===== src/flash_self_write_pkg.sv =====
// Package of constants and types for the flash self-write controller.
package flash_self_write_pkg;
   // ------------------------------------------------------------
   // Geometry
   // ------------------------------------------------------------
   localparam int ROW_WORDS = 32; // Instructions per row.
   localparam int ROW_BYTES = 96; // Bytes per row.
   localparam int PANEL_ROWS = 128; // Rows per panel.
   localparam int LATCH_IDX_W = 5; // Bits selecting a latch word.
   localparam int WORD_W = 24; // Program word width.
   localparam int ADDR_W = 24; // Program address width.
   // ------------------------------------------------------------
   // Address fields
   // ------------------------------------------------------------
   localparam int PAGE_LSB = 0; // Table page bits used.
   localparam int PAGE_MSB = 7;
   localparam int LOW_MSB = 15; // Low part of a program word.
   localparam int HIGH_LSB = 16; // High part of a program word.
   localparam int HIGH_MSB = 23;
   localparam int IDX_LSB = 1; // Word index sits above the byte bit.
   // ------------------------------------------------------------
   // Control register fields
   // ------------------------------------------------------------
   localparam int CTL_START_BIT = 15; // Start bit.
   localparam int CTL_WRITE_EN_BIT = 14; // Write enable.
   localparam int CTL_ERR_BIT = 13; // Write error flag.
   localparam logic [6:0] OP_ROW_ERASE = 7'h41; // Row erase selection.
   localparam logic [6:0] OP_ROW_PROG = 7'h01; // Row program selection.
   localparam logic [15:0] CTL_RESET = 16'h0000; // Control reset value.
   // ------------------------------------------------------------
   // Key values
   // ------------------------------------------------------------
   localparam logic [7:0] KEY_FIRST = 8'h55; // First unlock value.
   localparam logic [7:0] KEY_SECOND = 8'hAA; // Second unlock value.
   // ------------------------------------------------------------
   // Timing
   // ------------------------------------------------------------
   localparam int CLK_MHZ = 200; // Core clock rate.
   localparam int OP_TIME_US = 2000; // Nominal operation time, 2 ms.
   localparam int OP_CYCLES = OP_TIME_US * CLK_MHZ; // Cycles per operation.
   localparam int TABLE_WR_CYCLES = 2; // Table write length in cycles.
   typedef enum logic [1:0] {KEY_IDLE, KEY_HALF, KEY_ARMED} key_state_e; // Unlock states.
endpackage


===== src/latch_bus_if.sv =====
// Interface carrying latch writes and the latch row contents between the modules.
`timescale 1ns/100ps
interface latch_bus_if;
   import flash_self_write_pkg::*;
   logic wr_low; // Write low part of a latch word.
   logic wr_high; // Write high part of a latch word.
   logic [LATCH_IDX_W-1:0] idx; // Latch word index.
   logic [15:0] data; // Write data.
   logic [1:0] be; // Byte enables of the data.
   logic [ROW_WORDS*WORD_W-1:0] row; // Whole latch row contents.
   modport src (output wr_low, wr_high, idx, data, be, input row);
   modport sink (input wr_low, wr_high, idx, data, be, output row);
endinterface


===== src/write_latches.sv =====
// Panel write latches holding one row of program words.
`timescale 1ns/100ps
module write_latches
   import flash_self_write_pkg::*;
(
   input wire logic CORE_CLK, // Core clock.
   input wire logic RESET, // Asynchronous reset, active high.
   latch_bus_if.sink lb // Latch write port.
);
   logic [WORD_W-1:0] word_reg [ROW_WORDS]; // Latch storage.
   // ------------------------------------------------------------
   // Storage, one process per word
   // ------------------------------------------------------------
   for (genvar g = 0; g < ROW_WORDS; g++) begin : g_word
      // Low writes reach bits 15..0, high writes bits 23..16 and use the low byte only.
      always_ff @(posedge CORE_CLK or posedge RESET) begin
         if (RESET) begin
            word_reg[g] <= '0;
         end else if (lb.idx == LATCH_IDX_W'(g)) begin
            if (lb.wr_low && lb.be[0]) begin
               word_reg[g][7:0] <= lb.data[7:0];
            end
            if (lb.wr_low && lb.be[1]) begin
               word_reg[g][LOW_MSB:8] <= lb.data[15:8];
            end
            if (lb.wr_high) begin
               word_reg[g][HIGH_MSB:HIGH_LSB] <= lb.data[7:0];
            end
         end
      end
      assign lb.row[g*WORD_W +: WORD_W] = word_reg[g];
   end
endmodule


===== src/op_timer.sv =====
// Operation timer counting the length of one erase or program cycle.
`timescale 1ns/100ps
module op_timer
   import flash_self_write_pkg::*;
#(
   parameter int CYCLES = OP_CYCLES // Cycles per operation.
) (
   input wire logic CORE_CLK, // Core clock.
   input wire logic RESET, // Asynchronous reset, active high.
   input wire logic start, // One-cycle start pulse.
   output logic done // One-cycle pulse at the end.
);
   logic [31:0] count_reg; // Remaining cycles.
   logic busy_reg; // Timer running.
   // ------------------------------------------------------------
   // Countdown
   // ------------------------------------------------------------
   // Counts the operation from start down to one, then pulses done.
   always_ff @(posedge CORE_CLK or posedge RESET) begin
      if (RESET) begin
         count_reg <= '0;
         busy_reg <= 1'b0;
         done <= 1'b0;
      end else begin
         done <= 1'b0;
         if (start && !busy_reg) begin
            count_reg <= 32'(CYCLES);
            busy_reg <= 1'b1;
         end else if (busy_reg) begin
            if (count_reg <= 32'h0000_0001) begin
               busy_reg <= 1'b0;
               done <= 1'b1;
            end else begin
               count_reg <= count_reg - 32'h0000_0001;
            end
         end
      end
   end
endmodule


===== src/flash_self_write.sv =====
// Run-time self-programming controller for the on-chip program flash.
`timescale 1ns/100ps
module flash_self_write
   import flash_self_write_pkg::*;
#(
   parameter int OP_CYCLES_P = OP_CYCLES // Operation length, shorten in simulation.
) (
   input wire logic CORE_CLK, // Core clock, 200 MHz.
   input wire logic RESET, // Asynchronous reset, active high.
   input wire logic TBL_WR_LOW, // Low-part table write strobe.
   input wire logic TBL_WR_HIGH, // High-part table write strobe.
   input wire logic TBL_RD, // Table read strobe, captures address.
   input wire logic TBL_BYTE, // Byte mode access.
   input wire logic [15:0] TBL_OFFSET, // Effective address from working register.
   input wire logic [15:0] TBL_DATA, // Table write source data.
   input wire logic PAGE_WR, // Table page register write.
   input wire logic [15:0] PAGE_DATA, // Table page write data.
   input wire logic CTL_WR, // Control register write.
   input wire logic CTL_SET_START, // Bit-set of the start bit.
   input wire logic [15:0] CTL_DATA, // Control write data.
   input wire logic ADRL_WR, // Low address register write.
   input wire logic ADRH_WR, // High address register write.
   input wire logic KEY_WR, // Unlock key register write.
   input wire logic [15:0] REG_DATA, // Data for address and key writes.
   input wire logic DONE_FLAG_CLR, // Clears the done flag.
   input wire logic ABORT_RESET, // Master or watchdog reset request.
   output logic [15:0] CTL_RD, // Control register readback.
   output logic [15:0] ADRL_RD, // Low address readback.
   output logic [7:0] ADRH_RD, // High address readback.
   output logic [7:0] PAGE_RD, // Table page readback.
   output logic CORE_STALL, // Core stalls while high.
   output logic DONE_FLAG, // Sticky completion flag.
   output logic ARRAY_ERASE, // Row erase pulse to the array.
   output logic ARRAY_PROG, // Row program pulse to the array.
   output logic [ADDR_W-1:0] ARRAY_ADDR, // Row address for the array.
   output logic [ROW_WORDS*WORD_W-1:0] ARRAY_DATA // Row data for programming.
);
   // ------------------------------------------------------------
   // State
   // ------------------------------------------------------------
   latch_bus_if lb (); // Link to the write latches.
   key_state_e key_reg; // Unlock sequence state.
   logic [7:0] page_reg; // Table page register.
   logic [15:0] adrl_reg; // Low address register.
   logic [7:0] adrh_reg; // High address register.
   logic start_reg; // Start bit.
   logic write_en_reg; // Write enable bit.
   logic err_reg; // Write error flag.
   logic [6:0] op_reg; // Operation selection.
   logic tw_busy_reg; // Second cycle of a table write.
   logic op_start; // Launch condition.
   logic op_done; // End of operation.
   logic [ADDR_W-1:0] tbl_addr; // Full table address.
   assign tbl_addr = {page_reg, TBL_OFFSET};
   // A launch needs the start request, the key pair just before, and write enable.
   assign op_start = CTL_SET_START && !start_reg && key_reg == KEY_ARMED
                     && write_en_reg;
   // ------------------------------------------------------------
   // Latch write path
   // ------------------------------------------------------------
   // Word index from the address; rows are 32-word aligned.
   assign lb.idx = tbl_addr[IDX_LSB +: LATCH_IDX_W];
   assign lb.wr_low = TBL_WR_LOW && !start_reg;
   assign lb.wr_high = TBL_WR_HIGH && !start_reg;
   // Byte mode: an odd offset steers the low source byte onto bits 15..8.
   assign lb.data = TBL_BYTE && TBL_OFFSET[0] ? {TBL_DATA[7:0], TBL_DATA[7:0]} : TBL_DATA;
   assign lb.be = TBL_BYTE ? (TBL_OFFSET[0] ? 2'b10 : 2'b01) : 2'b11;
   write_latches u_latches (
      .CORE_CLK(CORE_CLK),
      .RESET(RESET),
      .lb(lb)
   );
   op_timer #(.CYCLES(OP_CYCLES_P)) u_timer (
      .CORE_CLK(CORE_CLK),
      .RESET(RESET),
      .start(op_start),
      .done(op_done)
   );
   // ------------------------------------------------------------
   // Table page register
   // ------------------------------------------------------------
   // Holds the upper address byte for table accesses.
   always_ff @(posedge CORE_CLK or posedge RESET) begin
      if (RESET) begin
         page_reg <= '0;
      end else if (PAGE_WR) begin
         page_reg <= PAGE_DATA[PAGE_MSB:PAGE_LSB];
      end
   end
   // ------------------------------------------------------------
   // Address registers
   // ------------------------------------------------------------
   // Direct writes win; otherwise a table access captures its address.
   always_ff @(posedge CORE_CLK or posedge RESET) begin
      if (RESET) begin
         adrl_reg <= '0;
         adrh_reg <= '0;
      end else begin
         if (ADRL_WR) begin
            adrl_reg <= REG_DATA;
         end else if ((TBL_WR_LOW || TBL_WR_HIGH || TBL_RD) && !start_reg) begin
            adrl_reg <= tbl_addr[LOW_MSB:0];
         end
         if (ADRH_WR) begin
            adrh_reg <= REG_DATA[7:0];
         end else if ((TBL_WR_LOW || TBL_WR_HIGH || TBL_RD) && !start_reg) begin
            adrh_reg <= tbl_addr[HIGH_MSB:HIGH_LSB];
         end
      end
   end
   // ------------------------------------------------------------
   // Unlock key sequence
   // ------------------------------------------------------------
   // Arms only after 0x55 then 0xAA; any other key write or a start disarms.
   always_ff @(posedge CORE_CLK or posedge RESET) begin
      if (RESET) begin
         key_reg <= KEY_IDLE;
      end else if (CTL_SET_START) begin
         key_reg <= KEY_IDLE;
      end else if (KEY_WR) begin
         unique case (key_reg)
            KEY_IDLE, KEY_ARMED: begin
               key_reg <= REG_DATA[7:0] == KEY_FIRST ? KEY_HALF : KEY_IDLE;
            end
            KEY_HALF: begin
               key_reg <= REG_DATA[7:0] == KEY_SECOND ? KEY_ARMED
                          : (REG_DATA[7:0] == KEY_FIRST ? KEY_HALF : KEY_IDLE);
            end
         endcase
      end
   end
   // ------------------------------------------------------------
   // Control register
   // ------------------------------------------------------------
   // Software writes may set but never clear the start bit; hardware clears it.
   always_ff @(posedge CORE_CLK or posedge RESET) begin
      if (RESET) begin
         start_reg <= CTL_RESET[CTL_START_BIT];
         write_en_reg <= CTL_RESET[CTL_WRITE_EN_BIT];
         op_reg <= CTL_RESET[6:0];
      end else begin
         if (op_start) begin
            start_reg <= 1'b1;
         end else if (op_done) begin
            start_reg <= 1'b0;
         end
         if (CTL_WR && !start_reg) begin
            write_en_reg <= CTL_DATA[CTL_WRITE_EN_BIT];
            op_reg <= CTL_DATA[6:0];
         end
      end
   end
   // ------------------------------------------------------------
   // Error flag
   // ------------------------------------------------------------
   // Set if a master or watchdog reset cuts an operation short.
   always_ff @(posedge CORE_CLK or posedge RESET) begin
      if (RESET) begin
         err_reg <= 1'b0;
      end else if (ABORT_RESET && start_reg) begin
         err_reg <= 1'b1;
      end else if (CTL_WR && !start_reg) begin
         err_reg <= CTL_DATA[CTL_ERR_BIT];
      end
   end
   // ------------------------------------------------------------
   // Operation to the array
   // ------------------------------------------------------------
   // Latch contents reach the array only with a launched operation.
   always_ff @(posedge CORE_CLK or posedge RESET) begin
      if (RESET) begin
         ARRAY_ERASE <= 1'b0;
         ARRAY_PROG <= 1'b0;
         ARRAY_ADDR <= '0;
         ARRAY_DATA <= '0;
      end else begin
         ARRAY_ERASE <= op_start && op_reg == OP_ROW_ERASE;
         ARRAY_PROG <= op_start && op_reg == OP_ROW_PROG;
         if (op_start) begin
            ARRAY_ADDR <= {adrh_reg, adrl_reg[LOW_MSB:IDX_LSB+LATCH_IDX_W],
                           (IDX_LSB+LATCH_IDX_W)'(0)};
            ARRAY_DATA <= lb.row;
         end
      end
   end
   // ------------------------------------------------------------
   // Stall, flag and readback
   // ------------------------------------------------------------
   // Stall covers the operation and the second cycle of each table write.
   always_ff @(posedge CORE_CLK or posedge RESET) begin
      if (RESET) begin
         tw_busy_reg <= 1'b0;
         CORE_STALL <= 1'b0;
      end else begin
         tw_busy_reg <= (TBL_WR_LOW || TBL_WR_HIGH) && !tw_busy_reg;
         CORE_STALL <= op_start || (start_reg && !op_done)
                       || ((TBL_WR_LOW || TBL_WR_HIGH) && !tw_busy_reg);
      end
   end
   // Done flag: set wins over clear.
   always_ff @(posedge CORE_CLK or posedge RESET) begin
      if (RESET) begin
         DONE_FLAG <= 1'b0;
      end else if (op_done) begin
         DONE_FLAG <= 1'b1;
      end else if (DONE_FLAG_CLR) begin
         DONE_FLAG <= 1'b0;
      end
   end
   // Registered readback; key register reads nothing.
   always_ff @(posedge CORE_CLK or posedge RESET) begin
      if (RESET) begin
         CTL_RD <= CTL_RESET;
         ADRL_RD <= '0;
         ADRH_RD <= '0;
         PAGE_RD <= '0;
      end else begin
         CTL_RD <= {start_reg, write_en_reg, err_reg, 6'h00, op_reg};
         ADRL_RD <= adrl_reg;
         ADRH_RD <= adrh_reg;
         PAGE_RD <= page_reg;
      end
   end
endmodule


===== config.mk =====
export PLATFORM = sky130hd
export DESIGN_NAME = flash_self_write
export DESIGN_NICKNAME = d
export VERILOG_FILES = /design/src/flash_self_write_pkg.sv /design/src/latch_bus_if.sv /design/src/write_latches.sv /design/src/op_timer.sv /design/src/flash_self_write.sv
export SDC_FILE = /design/constraint.sdc
export NUM_CORES = 2
export LEC_CHECK = 0
export ABC_AREA = 1
export BUFFER_PORTS_ARGS = -buffer_cell sky130_fd_sc_hd__buf_2
export CELL_PAD_IN_SITES_DETAIL_PLACEMENT = 1
export CELL_PAD_IN_SITES_GLOBAL_PLACEMENT = 1
export CORE_ASPECT_RATIO = 0.6
export CORE_MARGIN = 4
export CORE_UTILIZATION = 47
export DETAILED_ROUTE_END_ITERATION = 6
export MAX_ROUTING_LAYER = met4
export PLACE_DENSITY_LB_ADDON = 0.1
export SLEW_MARGIN = 10
export SYNTH_ARGS = -nofsm -noshare
export SYNTH_HDL_FRONTEND = slang
export SYNTH_SLANG_ARGS = --single-unit

===== constraint.sdc =====
create_clock -name CORE_CLK -period 122.9 [get_ports CORE_CLK]
set_clock_uncertainty 0.1 [all_clocks]
set_input_delay 12.29 -clock CORE_CLK [delete_from_list [all_inputs] [get_ports CORE_CLK]]
set_output_delay 12.29 -clock CORE_CLK [all_outputs]
set_load 0.02 [all_outputs]

==> impl_metrics.env <==
export IMPL_drt_wl_total_um=224000
export IMPL_die_w_um=484
export IMPL_setup_slack_ns=107.11
export IMPL_port_buffers=910
export IMPL_final_layout_size_suffix_gt1_share_pct=18.8
export IMPL_synth_area_um2=63900
export IMPL_rsz0062_at_grt="false"
export IMPL_pwr_share_clk_pct=45.4
export IMPL_path_clk_slew_ns=0.06
export IMPL_path_class="in -> async"
export IMPL_maxCapViolCount=0
export IMPL_layout_min_cycle_time_ns=15.79
export IMPL_drc=0
export IMPL_postSynthCellCount=6633
export IMPL_postCtsResizedCells=0
export IMPL_ant_nets=0
export IMPL_setup_tns_ns=0
export IMPL_dp_hpwl_um=148000
export IMPL_cts_max_level=4
export IMPL_wl_met2_um=105000
export IMPL_netlist_top_cells_area="dfrtp_1 66%, nand2_1 16%, o21ai_0 5.4%, o21ai_1 3.1%, inv_1 2.1%"
export IMPL_grt_pass1_vias=51300
export IMPL_io_pins=938
export IMPL_area_delta_synth_final_pct=16.4
export IMPL_finalHoldViolCount=0
export IMPL_highest_layer="met4"
export IMPL_grt_antenna_before_repair=11
export IMPL_peakVddDrop_mv=0.0112
export IMPL_mostFrequentLayoutCells="2748 x nand2_1, 1679 x dfrtp_1, 910 x buf_2"
export IMPL_max_freq_mhz=63.3
export IMPL_ys_warn_count=0
export IMPL_worstSkewPairLatency_ns=0.77
export IMPL_wl_met1_um=95600
export IMPL_synth_top_cell_area_share_pct=65.8
export IMPL_cts_buffers_inserted=157
export IMPL_slew_headroom_pct=25.3
export IMPL_gp_congestion=0.863
export IMPL_p_seq_share_pct=51.3
export IMPL_ys_seq_area_share_pct=65.8
export IMPL_die_y_um=294
export IMPL_grt_max_degree=197
export IMPL_rows=104
export IMPL_post_route_util_pct=55.3
export IMPL_min_period_over_period_pct=12.8
export IMPL_power_share_switching_pct=23.0
export IMPL_drt_pass1_iter_count=5
export IMPL_drtIter0Drc=3634
export IMPL_postCtsSetupBuffers=0
export IMPL_cellPowerDensity_nw_per_um2=14.6
export IMPL_p_leak_nw=40.4
export IMPL_pwr_share_comb_pct=3.3
export IMPL_grt_first_pass_wirelength_um=336000
export IMPL_route_detailed_wl_per_inst_um=24.0
export IMPL_required_ns=123.52
export IMPL_ys_seq_elements=1679
export IMPL_arrival_ns=16.40
export IMPL_core_area_um2=135000
export IMPL_synth_largest_area_cell="dfrtp_1"
export IMPL_start_util_pct=47.5
export IMPL_nNetsFinal=7500
export IMPL_p_int_mw=0.838
export IMPL_end_kind="async pin"
export IMPL_hp_class="reg -> reg"
export IMPL_crit_path_start_kind="primary input"
export IMPL_cp_max_fo=148
export IMPL_place_ws_ns=106.17
export IMPL_viasPerCell=5.30
export IMPL_syn_avg_cell_area_um2=9.63
export IMPL_power_total_mw=1.09
export IMPL_outcome="finished clean"
export IMPL_wl_met3_um=12000
export IMPL_finalMaxSlewViolations=0
export IMPL_die_area_um2=142000
export IMPL_setup_viol=0
export IMPL_dpl_cell_area_um2=69300
export IMPL_grt_total_usage_pct=32.3
export IMPL_clockRootBuffer="clkbuf_16"
export IMPL_tightest_slew_ns=1.12
export IMPL_synth_cell_types=41
export IMPL_holdBufCountCts=0
export IMPL_design_area_um2=74400
export IMPL_routed_via_count=49500
export IMPL_p_switching_mw=0.250
export IMPL_clock_sinks=1679
export IMPL_cts_tree="done"
export IMPL_clock_path_buffers=3
export IMPL_grt_overflow_total=0
export IMPL_mostFrequentLayoutCell="nand2_1"
[final cells by class]
type	instances	area [um^2]
antenna	10	25.0
clock buffer	233	4610
multi-input combinational	4213	18500
timing repair buffer	974	5070
fill	15500	60200
clock inverter	42	472
inverter	379	1450
sequential	1679	42000
tap	1802	2250
[power by group through the flow]
stage                     clock network, mW  registers (mW)  logic, mW
final                                 0.494           0.558     0.0357
after global placement                    0           0.568     0.0356
after detailed placement                  0           0.569     0.0361
after floorplan                           0           0.571     0.0174
after global routing                  0.526           0.558     0.0390
after CTS                             0.501           0.558     0.0363
[worst max-delay path: stages]
cell and delay (ns):
buf_2 0.14, inv_8 0.42, buf_12 0.59, buf_4 0.88, buf_4 0.73, buf_4 0.90
[logic make-up after synthesis]
logic type	after synthesis	share of synthesized area, %
xor gates and xnor gates	8	0.110
AOI/OAI and AO/OA	1142	9.20
muxes	11	0.194
other	1	0.00587
DFF	1679	65.8
and+or+nand+nor	3038	19.3
buffers and inverters	752	5.42
adders and majority gates	2	0.0392
[layer usage]
layer / up-vias / track usage (%)
met5: - / -
met4: 0 / 14.5
met3: 410 / 5.63
met2: 1244 / 50.0
met1: 25500 / 42.3
li1: 22300 / -
[path summary, 6_finish.rpt]
path	end	slack, ns	cells after the start	startpoint
setup / recovery	u_latches.lb.row[176]	107.11	6	RESET
hold / removal	CTL_RD[1]	0.28	0	op_reg[1]
setup reg to reg	ARRAY_DATA[8]	118.52	8	start_reg
hold reg to reg	CTL_RD[1]	0.28	0	op_reg[1]
max in group CORE_CLK	ARRAY_DATA[8]	107.50	8	CTL_SET_START
min in group asynchronous	ARRAY_ADDR[17]	11.51	2	RESET
[Yosys cell counts, drive strengths merged]
| master | count |
|---|---|
| nand3 | 37 |
| o31ai | 1 |
| a31oi | 14 |
| xor2 | 8 |
| or2 | 1 |
| conb | 1 |
| o21a | 8 |
| nand4 | 13 |
| ha | 2 |
| mux2 | 11 |
| inv | 378 |
| a21oi | 2 |
| o21ai | 1101 |
| clkinv | 1 |
| clkbuf | 119 |
| o211ai | 10 |
| dfrtp | 1679 |
| o41ai | 1 |
| nor4 | 2 |
| buf | 254 |
| nor3 | 16 |
| o21bai | 4 |
| nor2 | 151 |
| nand2 | 2817 |
| a22oi | 1 |
| nor3b | 1 |
[stage by stage]
step / instances / hold WS, ns
5_1_grt: 9330 / 0.287
4_1_cts: 9322 / 0.277
2_1_floorplan: 6644 / 0.254
6_report: 9332 / 0.280
3_5_place_dp: 9047 / 0.263
3_3_place_gp: 9047 / 0.260
No activity file was read; power rests on OpenSTA's default activity.
